==> src/rtl/placeholder_fix.sv <==
`timescale 1ns/1ns

==> src/shared/qenc_pkg.sv <==
/*
 Constants for the dual quadrature encoder input: register map, field
 positions, reset values and timing counts.
 Assumes a 250 MHz REF_CLK and a 32-bit classic Wishbone register bus.
*/
`default_nettype none
package qenc_pkg;
   // ----------------------------------------
   // Register offsets (byte addresses)
   // ----------------------------------------
   localparam logic [5:0] OFS_THRESH = 6'h00;
   localparam logic [5:0] OFS_TBASE = 6'h04;
   localparam logic [5:0] OFS_COUNT0 = 6'h08;
   localparam logic [5:0] OFS_COUNT1 = 6'h0C;
   localparam logic [5:0] OFS_SPEED = 6'h10;
   localparam logic [5:0] OFS_SWITCH = 6'h14;
   localparam logic [5:0] OFS_ISTAT = 6'h18;
   localparam logic [5:0] OFS_ICLR = 6'h1C;
   localparam logic [5:0] OFS_IEN = 6'h20;
   // ----------------------------------------
   // Reset values and limits
   // ----------------------------------------
   // Threshold DAC code, 8 bits over 0..5V; mid scale is 2.5V
   localparam logic [7:0] THRESH_RST = 8'h80;
   localparam logic [7:0] TBASE_RST = 8'h00;
   localparam logic [31:0] CNT_MAX = 32'h7FFFFFFF;
   localparam logic [31:0] CNT_MIN = 32'h80000000;
   localparam logic [7:0] SPD_MAX = 8'h7F;
   localparam logic [7:0] SPD_MIN = 8'h81;
   // ----------------------------------------
   // Interrupt and speed field positions
   // ----------------------------------------
   localparam int IRQ_SW_LSB = 0;
   localparam int IRQ_WRAP_LSB = 4;
   localparam int IRQ_BAD_LSB = 6;
   localparam int SPD1_LSB = 8;
   // ----------------------------------------
   // Timing
   // ----------------------------------------
   localparam int CLK_MHZ = 250;
   localparam int INTERVAL_US = 256;
   localparam int INTERVAL_CYC = INTERVAL_US * CLK_MHZ;
   localparam int MAX_CPS = 250000;
   localparam int MIN_COUNT_GAP = (CLK_MHZ * 1000000) / MAX_CPS;
endpackage
`default_nettype wire

==> src/shared/quad_if.sv <==
/*
 Carrier between the top level and one channel-pair decoder.
 Assumes levels already synchronised to the decoder's clock.
*/
`timescale 1ns/1ns
`default_nettype none
interface quad_if;
   logic quad_phase_first;
   logic quad_phase_second;
   logic hold;
   logic up;
   logic down;
   logic bad;
   modport dec (input quad_phase_first, input quad_phase_second, input hold,
                output up, output down, output bad);
   modport top (output quad_phase_first, output quad_phase_second, output hold,
                input up, input down, input bad);
endinterface
`default_nettype wire

==> src/rtl/quad_encoder_input.sv <==
/*
 Dual quadrature encoder input with limit switch sensing, 32-bit position
 counters, speed sampling and a classic Wishbone register slave.
 Assumes comparator outputs arrive asynchronously on QUAD_LEVEL and
 SWITCH_LOW, and that THRESH_CODE drives the threshold DAC.
*/
// The address map and register access over Wishbone are this design's own decisions.
`timescale 1ns/1ns
`default_nettype none
module quad_encoder_input #(
   parameter int unsigned INTERVAL_CYCLES = qenc_pkg::INTERVAL_CYC
) (
   // Clock and reset
   input wire logic REF_CLK,
   input wire logic RST,
   // Wishbone slave
   input wire logic WB_CYC_I,
   input wire logic WB_STB_I,
   input wire logic WB_WE_I,
   input wire logic [5:0] WB_ADR_I,
   input wire logic [3:0] WB_SEL_I,
   input wire logic [31:0] WB_DAT_I,
   output logic [31:0] WB_DAT_O,
   output logic WB_ACK_O,
   // Comparators: bit 0/1 first encoder A/B, bit 2/3 second encoder A/B
   input wire logic [3:0] QUAD_LEVEL,
   input wire logic [3:0] SWITCH_LOW,
   // Threshold DAC and interrupt
   output logic [7:0] THRESH_CODE,
   output logic IRQ
);
   // ----------------------------------------
   // Declarations
   // ----------------------------------------
   logic [7:0] s1_reg;
   logic [7:0] s2_reg;
   logic [7:0] s3_reg;
   logic [7:0] lvl_reg;
   logic [7:0] agree;
   logic [3:0] quad;
   logic [3:0] sw;
   logic [3:0] sw_prev_reg;
   logic [1:0] hold;
   wire [1:0] up_w;
   wire [1:0] down_w;
   wire [1:0] bad_w;
   logic [1:0] wrap;
   logic [1:0] cnt_wr;
   logic [31:0] count_reg [2];
   logic [31:0] last_reg [2];
   logic [31:0] delta [2];
   logic [7:0] speed_reg [2];
   logic [31:0] base_cnt_reg;
   logic [7:0] tb_cnt_reg;
   logic base_tick;
   logic sample_tick;
   logic [7:0] thresh_reg;
   logic [7:0] tbase_reg;
   logic [7:0] ist_reg;
   logic [7:0] ien_reg;
   logic [7:0] events;
   logic [7:0] clr;
   logic irq_reg;
   logic ack_reg;
   logic [31:0] dat_reg;
   logic acc;
   logic wr;
   logic [31:0] rdata;

   // Byte-lane merge for writes
   function automatic logic [31:0] merge(input logic [31:0] old, input logic [31:0] din,
                                         input logic [3:0] sel);
      logic [31:0] m;
      m = old;
      for (int i = 0; i < 4; i++)
      begin
         if (sel[i])
         begin
            m[i*8 +: 8] = din[i*8 +: 8];
         end
      end
      return m;
   endfunction

   // Clamp a counter change to the speed range -127..127 (SPD_MIN..SPD_MAX)
   function automatic logic [7:0] speed_sat(input logic [31:0] d);
      if ($signed(d) > $signed(32'h0000007F))
      begin
         return qenc_pkg::SPD_MAX;
      end
      else if ($signed(d) < $signed(32'hFFFFFF81))
      begin
         return qenc_pkg::SPD_MIN;
      end
      return d[7:0];
   endfunction

   // ----------------------------------------
   // Input synchronisers
   // ----------------------------------------
   // A change is taken only once stages two and three agree
   always_ff @(posedge REF_CLK)
   begin
      if (RST)
      begin
         s1_reg <= 8'h00;
         s2_reg <= 8'h00;
         s3_reg <= 8'h00;
         lvl_reg <= 8'h00;
      end
      else
      begin
         s1_reg <= {SWITCH_LOW, QUAD_LEVEL};
         s2_reg <= s1_reg;
         s3_reg <= s2_reg;
         lvl_reg <= (lvl_reg & ~agree) | (s3_reg & agree);
      end
   end

   assign agree = s2_reg ~^ s3_reg;
   // Only the threshold comparator feeds the decoder; index or differential lines do not exist
   assign quad = lvl_reg[3:0];
   // The fixed low detector alone drives switch status, so encoder lows that reach it read as closed switches
   assign sw = lvl_reg[7:4];
   // Switches 1,2 share the first encoder's inputs, 3,4 the second's
   assign hold = {sw[3] | sw[2], sw[1] | sw[0]};

   // ----------------------------------------
   // Decoders
   // ----------------------------------------
   for (genvar e = 0; e < 2; e++)
   begin : g_enc
      quad_if qi ();
      assign qi.quad_phase_first = quad[2*e];
      assign qi.quad_phase_second = quad[2*e+1];
      assign qi.hold = hold[e];
      assign up_w[e] = qi.up;
      assign down_w[e] = qi.down;
      assign bad_w[e] = qi.bad;
      quad_decoder u_dec (
         .clk (REF_CLK),
         .rst (RST),
         .q (qi.dec)
      );
      assign wrap[e] = (up_w[e] & (count_reg[e] == qenc_pkg::CNT_MAX))
                     | (down_w[e] & (count_reg[e] == qenc_pkg::CNT_MIN));
      assign delta[e] = count_reg[e] - last_reg[e];
   end

   // ----------------------------------------
   // Position counters
   // ----------------------------------------
   // A bus write to a counter wins over a count in the same cycle
   always_ff @(posedge REF_CLK)
   begin
      for (int e = 0; e < 2; e++)
      begin
         if (RST)
         begin
            count_reg[e] <= 32'h00000000;
         end
         else if (cnt_wr[e])
         begin
            count_reg[e] <= merge(count_reg[e], WB_DAT_I, WB_SEL_I);
         end
         else if (wrap[e])
         begin
            count_reg[e] <= 32'h00000000;
         end
         else if (up_w[e])
         begin
            count_reg[e] <= count_reg[e] + 32'h00000001;
         end
         else if (down_w[e])
         begin
            count_reg[e] <= count_reg[e] - 32'h00000001;
         end
      end
   end

   // ----------------------------------------
   // Speed time base
   // ----------------------------------------
   assign base_tick = (base_cnt_reg == INTERVAL_CYCLES - 1);
   // A time base lowered mid-window ends that window at the next tick instead of waiting for a wrap
   assign sample_tick = base_tick & (tb_cnt_reg >= tbase_reg);

   always_ff @(posedge REF_CLK)
   begin
      if (RST)
      begin
         base_cnt_reg <= 32'h00000000;
         tb_cnt_reg <= 8'h00;
      end
      else
      begin
         base_cnt_reg <= base_tick ? 32'h00000000 : base_cnt_reg + 32'h00000001;
         if (sample_tick)
         begin
            tb_cnt_reg <= 8'h00;
         end
         else if (base_tick)
         begin
            tb_cnt_reg <= tb_cnt_reg + 8'h01;
         end
      end
   end

   // Speed freezes while a switch hides that encoder's signal
   always_ff @(posedge REF_CLK)
   begin
      for (int e = 0; e < 2; e++)
      begin
         if (RST)
         begin
            last_reg[e] <= 32'h00000000;
            speed_reg[e] <= 8'h00;
         end
         else if (sample_tick)
         begin
            last_reg[e] <= count_reg[e];
            if (!hold[e])
            begin
               speed_reg[e] <= speed_sat(delta[e]);
            end
         end
      end
   end

   // ----------------------------------------
   // Control registers
   // ----------------------------------------
   assign acc = WB_CYC_I & WB_STB_I & ~ack_reg;
   assign wr = acc & WB_WE_I;
   assign cnt_wr[0] = wr & (WB_ADR_I == qenc_pkg::OFS_COUNT0);
   assign cnt_wr[1] = wr & (WB_ADR_I == qenc_pkg::OFS_COUNT1);

   always_ff @(posedge REF_CLK)
   begin
      if (RST)
      begin
         thresh_reg <= qenc_pkg::THRESH_RST;
         tbase_reg <= qenc_pkg::TBASE_RST;
         ien_reg <= 8'h00;
      end
      else if (wr)
      begin
         unique case (WB_ADR_I)
            qenc_pkg::OFS_THRESH: thresh_reg <= WB_SEL_I[0] ? WB_DAT_I[7:0] : thresh_reg;
            qenc_pkg::OFS_TBASE: tbase_reg <= WB_SEL_I[0] ? WB_DAT_I[7:0] : tbase_reg;
            qenc_pkg::OFS_IEN: ien_reg <= WB_SEL_I[0] ? WB_DAT_I[7:0] : ien_reg;
            default:
            begin
            end
         endcase
      end
   end

   // ----------------------------------------
   // Interrupts
   // ----------------------------------------
   assign events = {bad_w, wrap, sw & ~sw_prev_reg};
   assign clr = (wr && WB_ADR_I == qenc_pkg::OFS_ICLR && WB_SEL_I[0]) ? WB_DAT_I[7:0] : 8'h00;

   // A new event beats a clear landing in the same cycle
   always_ff @(posedge REF_CLK)
   begin
      if (RST)
      begin
         sw_prev_reg <= 4'h0;
         ist_reg <= 8'h00;
         irq_reg <= 1'b0;
      end
      else
      begin
         sw_prev_reg <= sw;
         ist_reg <= (ist_reg & ~clr) | events;
         irq_reg <= |(ist_reg & ien_reg);
      end
   end

   // ----------------------------------------
   // Bus read and acknowledge
   // ----------------------------------------
   always_comb
   begin
      rdata = 32'h00000000;
      unique case (WB_ADR_I)
         qenc_pkg::OFS_THRESH: rdata = {24'h000000, thresh_reg};
         qenc_pkg::OFS_TBASE: rdata = {24'h000000, tbase_reg};
         qenc_pkg::OFS_COUNT0: rdata = count_reg[0];
         qenc_pkg::OFS_COUNT1: rdata = count_reg[1];
         qenc_pkg::OFS_SPEED: rdata = {16'h0000, speed_reg[1], speed_reg[0]};
         qenc_pkg::OFS_SWITCH: rdata = {28'h0000000, sw};
         qenc_pkg::OFS_ISTAT: rdata = {24'h000000, ist_reg};
         qenc_pkg::OFS_IEN: rdata = {24'h000000, ien_reg};
         default: rdata = 32'h00000000;
      endcase
   end

   // Every address answers; unmapped reads return zero
   always_ff @(posedge REF_CLK)
   begin
      if (RST)
      begin
         ack_reg <= 1'b0;
         dat_reg <= 32'h00000000;
      end
      else
      begin
         ack_reg <= acc;
         dat_reg <= (acc && !WB_WE_I) ? rdata : 32'h00000000;
      end
   end

   assign WB_ACK_O = ack_reg;
   assign WB_DAT_O = dat_reg;
   assign THRESH_CODE = thresh_reg;
   assign IRQ = irq_reg;
endmodule
`default_nettype wire

==> src/rtl/quad_decoder.sv <==
/*
 Quadrature decoder for one encoder: one-cycle up, down and invalid pulses.
 Assumes synchronised, filtered levels on the quad_if carrier.
*/
`timescale 1ns/1ns
`default_nettype none
module quad_decoder (
   // Clock and reset
   input wire logic clk,
   input wire logic rst,
   // Channel pair
   quad_if.dec q
);
   logic prev_a_reg;
   logic prev_b_reg;
   logic up_reg;
   logic down_reg;
   logic bad_reg;
   logic da;
   logic db;
   logic fwd;

   assign da = q.quad_phase_first ^ prev_a_reg;
   assign db = q.quad_phase_second ^ prev_b_reg;
   // First channel leading the second is forward; a swap reverses it
   assign fwd = (da & (q.quad_phase_first != prev_b_reg))
              | (db & (q.quad_phase_second == prev_a_reg));

   // Previous levels track even under hold, so release gives no false count
   always_ff @(posedge clk)
   begin
      if (rst)
      begin
         prev_a_reg <= 1'b0;
         prev_b_reg <= 1'b0;
      end
      else
      begin
         prev_a_reg <= q.quad_phase_first;
         prev_b_reg <= q.quad_phase_second;
      end
   end

   // One pulse per cycle is possible, far above the needed count rate
   always_ff @(posedge clk)
   begin
      if (rst)
      begin
         up_reg <= 1'b0;
         down_reg <= 1'b0;
         bad_reg <= 1'b0;
      end
      else
      begin
         up_reg <= ~q.hold & (da ^ db) & fwd;
         down_reg <= ~q.hold & (da ^ db) & ~fwd;
         bad_reg <= ~q.hold & da & db;
      end
   end

   assign q.up = up_reg;
   assign q.down = down_reg;
   assign q.bad = bad_reg;
endmodule
`default_nettype wire

==> config.mk <==
export PLATFORM = sky130hd
export DESIGN_NAME = quad_encoder_input
export DESIGN_NICKNAME = d
export VERILOG_FILES = /design/src/rtl/placeholder_fix.sv /design/src/shared/qenc_pkg.sv /design/src/shared/quad_if.sv /design/src/rtl/quad_encoder_input.sv /design/src/rtl/quad_decoder.sv
export SDC_FILE = /design/constraint.sdc
export NUM_CORES = 1
export LEC_CHECK = 0
export BUFFER_PORTS_ARGS = -buffer_cell sky130_fd_sc_hd__buf_2
export CAP_MARGIN = 40
export CORE_MARGIN = 2
export CORE_UTILIZATION = 57
export DETAILED_ROUTE_END_ITERATION = 16
export GPL_ROUTABILITY_DRIVEN = 0
export PLACE_DENSITY = 0.78
export SYNTH_ARGS = -nofsm -noshare
export SYNTH_HDL_FRONTEND = slang
export SYNTH_SLANG_ARGS = --single-unit
==> constraint.sdc <==
create_clock -name REF_CLK -period 4.2 [get_ports REF_CLK]
set_input_delay 0.63 -clock REF_CLK [delete_from_list [all_inputs] [get_ports REF_CLK]]
set_output_delay 0.63 -clock REF_CLK [all_outputs]
set_load 0.01 [all_outputs]
# ---- Word-level counts from Yosys, hierarchy flattened
# Memory sizes are Yosys's and may differ from the RTL's.
# Index checks and enable logic that the tools add are counted.
dict set report totals {
  elab_cells 243
  memories 3
  input_bits 55
  ram_bits 144
  out_inout_bits 42
  regBits 152
}
dict set report op_classes {
  n_bitwise 65
  n_addsub 8
  eq_ne 17
  order_cmp 5
  muxes 109
  reduce_logical 12
}
# name depth word_bits rd rd_clocked_by_memory_dff wr line
set memory_table {}
lappend memory_table {count_reg 2 32 2 0 2 quad_encoder_input.sv:49} ;# logic [31:0] count_reg [2];
lappend memory_table {last_reg 2 32 2 0 2 quad_encoder_input.sv:50} ;# logic [31:0] last_reg [2];
lappend memory_table {speed_reg 2 8 2 0 2 quad_encoder_input.sv:52} ;# logic [7:0] speed_reg [2];
# op count
set op_table {}
lappend op_table {{two-way mux 32 bit} 10}
lappend op_table {{two-way mux 8 bit} 39}
lappend op_table {{case mux 32 bit (8 select lines)} 1}
lappend op_table {{adder 32 x 1 -> 32 bit (second input constant)} 3}
lappend op_table {{equality test 32 x 31 -> 1 bit (second input constant)} 2}
lappend op_table {{equality test 32 bit (second input constant)} 2}
lappend op_table {{greater-than comparator 32 x 8 -> 1 bit (second input constant)} 2}
lappend op_table {{less-than comparator 32 x 8 -> 1 bit (second input constant)} 2}
lappend op_table {{subtractor 32 x 1 -> 32 bit (second input constant)} 2}
lappend op_table {{subtractor 32 bit} 2}
lappend op_table {{two-way mux 1 bit} 59}
lappend op_table {{AND 8 bit} 4}
lappend op_table {{equality test 32 x 16 -> 1 bit (second input constant)} 1}
lappend op_table {{AND 1 bit} 24}
lappend op_table {{equality test 6 x 5 -> 1 bit (second input constant)} 4}
lappend op_table {{OR 1 bit} 18}
lappend op_table {{inverter 8 bit} 2}
lappend op_table {{OR 8 bit} 2}
lappend op_table {{equality test 6 x 4 -> 1 bit (second input constant)} 2}
lappend op_table {{AND reduction 3 bit} 3}
lappend op_table {{adder 8 x 1 -> 8 bit (second input constant)} 1}
lappend op_table {{>= comparator 8 bit} 1}
lappend op_table {{OR reduction 8 bit} 1}
lappend op_table {{XNOR 8 bit} 1}
lappend op_table {{other kinds (12)} 28}

# ---- Logic depth before layout (Yosys ltp)
dict set report logic_depth {
  depth_word 12
  mapped_depth 15
  ltp_nobuf 15
}

# ---- Modules after synthesis
# From an unflattened synthesis, not the netlist that was laid out.
dict set report unflattened {
  cells_unflattened 2091
  hier_area_um2 18413.9
}
# module area_each_um2 cells_each n_inst seq_area_each_um2
set by_module_without_submodules {}
lappend by_module_without_submodules {quad_encoder_input 18061.1 2061 1 7166.9}
lappend by_module_without_submodules {quad_decoder 176.4 15 2 100.1}

# ---- Worst setup path after synthesis
# OpenSTA, ideal clock, no wires.
dict set report synth_path {
  path_kind {register to register}
  from {register base_cnt_reg[0]}
  to {memory last_reg[0][0], enable pin}
  stages_incl_launch_ff 9
  setup_ns 0.453
  required_time_ns 3.747
  synth_period_minus_slack_ns 4.113
  slack_ns 0.087
  path_buffers 1
  t_arrival_ns 3.660
  path_cell_list {dfxtp_1 ha_1 and3_1 and3_1 nand2_1 nor3_2 o21ai_0 nand2b_1 clkbuf_1}
}
# item line
set synth_lines {}
lappend synth_lines {{start, declared} quad_encoder_input.sv:53} ;# logic [31:0] base_cnt_reg;
lappend synth_lines {{start signal, assigned} quad_encoder_input.sv:197} ;# base_cnt_reg <= base_tick ? 32'h00000000 : base_cnt_reg + 32'h00000001;
lappend synth_lines {{end, declared} quad_encoder_input.sv:50}

==> flow_metrics.tcl <==
set metrics [dict create \
    cts.reportedPaths.clkPinSlew_ps 60 \
    rsz0062_at_grt "yes" \
    pwr-share-seq_pct 44.0 \
    hold_slack_ps 306.6 \
    dp_cells 2646 \
    ys_ff_latch 296 \
    arrival_ps 4330 \
    worstPathMaxFanout 5 \
    routed_wl_um 54250 \
    peakVddDrop_uv 321.1 \
    fmax_mhz 247.6 \
    nets 2378 \
    path_cells "inv_2 > ha_1 > inv_1 > fa_1 > a21o_1 > a221oi_4 > nor3_2 > or3_4 > xnor2_1 > nor3_1 > nand4_1 > or4_4 > o31ai_4 > nand2_1 > o21a_1" \
    start_kind "flop" \
    cts_tree "built" \
    synth_edf_count 144 \
    syn_inst 2163 \
    cts.sinks 296 \
    start_util_pct 57.98 \
    switching_power_mw 1.949 \
    core_mm2 0.03254 \
    synth_fa_ha_area_share_pct 5.253 \
    p_clk_share_pct 42.4 \
    insertion_delay_ps 540 \
    p_int_mw 5.214 \
    synth_top_family_by_area "simple AND/OR/NAND/NOR gates" \
    clockRootBuffer "clkbuf_16" \
    critPathKind "flop to flop" \
    n_antenna_cell 0 \
    async_flop_share_pct 0 \
    finalHoldViolCount 0 \
    holdCritPathClass "input pin to flop" \
    cts_max_level 2 \
    grt_pass1_vias 16400 \
    grtUsageTotal_pct 31.22 \
    slew_viol_final 0 \
    via_per_inst 6.385 \
    ys_types 97 \
    cp.buffers_inverters 2 \
    powerDensity_mw_per_mm2 337.1 \
    finish.instance_area_mm2 0.02125 \
    max_stage_delay_ps 560 \
    area_growth_pct 12.65 \
    synth_mux_area_share_pct 0.2255 \
    slew_headroom_pct 33.88 \
    pwr-share-comb_pct 13.7 \
    ys_seq_area_share_pct 39.05 \
    status "completed" \
    cts_buffer_depth 3 \
    startpoint "count_reg[0][0]" \
    pre_cts_ws_ps 28.02 \
    overflow 0 \
    portBuffers 96 \
    grt_pass1_wl_um 85920 \
    design.die.area_mm2 0.03457 \
    synth_xor_area_share_pct 8.953 \
    r2r_slack_ps 160 \
    rr_startpoint "count_reg[0][0]" \
    synthFlopType "dfxtp_1" \
    post-route-drc-count 0 \
    finClkSkew_ps 22.26 \
    cellLeakagePower_nw 8.003 \
    ys_top_cells_by_area "edfxtp_1 23%, dfxtp_1 16%, xnor2_1 5.4%" \
    switching_share_pct 27.21 \
    drtIter0Drc 1993 \
    placementRows 66 \
    avgSynthCellArea_um2 8.722 \
    fin_crit_sh_pct 96.16 \
    synth_compound_area_share_pct 19.07 \
    critPathRequiredTime_ps 4490 \
    worstMarginPinSlew_ps 991.8 \
    yosysTopAreaCell "edfxtp_1" \
    synth_common_cells "185 x nand2_1, 179 x nor2_1, 152 x dfxtp_1" \
    via_count 17320 \
    ios 97 \
    dieHeight_um 185.9 \
    cpLargestDelayFamily "simple AND/OR/NAND/NOR gates" \
    cpMaxStageDelayCell "or4_4" \
    hp-start "SWITCH_LOW[0]" \
    die_x_um 185.9 \
    crit_path_end_kind "flop" \
    grt_start_max_net_pins 45 \
    fin_crit_ps 4039 \
    nFillCells 2700 \
    fin_util_pct 65.32 \
    antenna_found_initial 1 \
    placed_area_mm2 0.02003 \
    dr.pass1.iters 7 \
    syn_area_mm2 0.01887 \
    yosys_warnings 0 \
    drive_gt1_share_pct 13.22 \
    setup_violations 0 \
    instances_no_fill 2712 \
    avgRoutedWirePerCell_um 20.00 \
    antenna_left 0 \
    cts_buffers 34 \
    hpwl_um 40080 \
    synthSimpleGateAreaFrac_pct 22.20 \
    yosysMostFrequentCell "nand2_1" \
    setup_ws_ps 161.2 \
    synth_top_area_share_pct 22.92 \
    cap_violations 0 \
    synth_nets 2296 \
]
==> worst register-to-register path: cells and delay by family, from the launching register on <==
kind / cells / cell delay, ps
flops: 1 / 390
simple gates: 6 / 1460
xor+xnor: 1 / 160
compound gates: 4 / 1070
buf+inv: 2 / 140
fa+ha+maj: 2 / 560
==> routing by layer <==
layer	global-route usage [%]	vias to the layer above	share of wire, %
met2	49.46	961	45
met4	15.59	2	5.3
li1	-	8032	-
met1	40.97	8147	40
met5	0	-	0.024
met3	5.752	174	10
==> power groups by stage <==
stage | logic [mW] | clock network (mW) | registers (mW)
2_1_floorplan | 0.690 | 0 | 3.18
3_3_place_gp | 0.904 | 0 | 3.21
3_5_place_dp | 0.930 | 0 | 3.21
4_1_cts | 0.942 | 3.07 | 3.15
5_1_grt | 1.06 | 3.20 | 3.15
6_report | 0.978 | 3.04 | 3.15
==> cell type report <==
| cell class | instances | area [um2] | share of cell area (%) |
|---|---|---|---|
| clock inverter | 15 | 163.9 | 0.7713 |
| inverter | 111 | 416.7 | 1.961 |
| sequential | 296 | 7367 | 34.67 |
| clock buffer | 46 | 993.5 | 4.675 |
| tap | 442 | 553.0 | 2.602 |
| timing repair buffer | 187 | 1192 | 5.611 |
| multi-input combinational | 1615 | 10570 | 49.71 |
==> cell families (layout without fill, tap and decap cells) <==
group	after synthesis	in the layout
xor+xnor	192	192
flops	296	296
buf+inv	252	359
compound gates	524	524
simple gates	817	817
fa+ha+maj	78	78
mux	4	4
==> metrics by stage <==
| step | TNS (ps) | total power [mW] |
|---|---|---|
| after global placement | 0 | 4.111 |
| after detailed placement | 0 | 4.140 |
| after floorplan | 0 | 3.867 |
| after global routing | -87.69 | 7.412 |
| final | 0 | 7.163 |
| after CTS | 0 | 7.162 |
==> placed cells by master (no fill, tap or decap), types with 81 or more instances in the layout <==
master      n
buf_4      87
buf_2      97
edfxtp_1  144
a21oi_1   127
inv_1     109
nor2_1    177
nand2_1   185
xnor2_1   117
nand3_1    81
dfxtp_1   152
==> what timing repair did <==
item                       in CTS  in global routing
hold buffers                    0                  0
setup endpoints to repair       1                 13
setup buffers                   2                  3
gates resized for setup         0                  7
pin swaps                       1                  6
hold endpoints to repair        0                  0
==> path summary, 6_finish.rpt <==
kind / endpoint / cells after the start
max: speed_reg[0][0] / 15
min: s1_reg[4] / 2
max reg2reg: speed_reg[0][0] / 15
min reg2reg: s2_reg[7] / 1
Note: power is estimated with default switching activity, not from simulation.
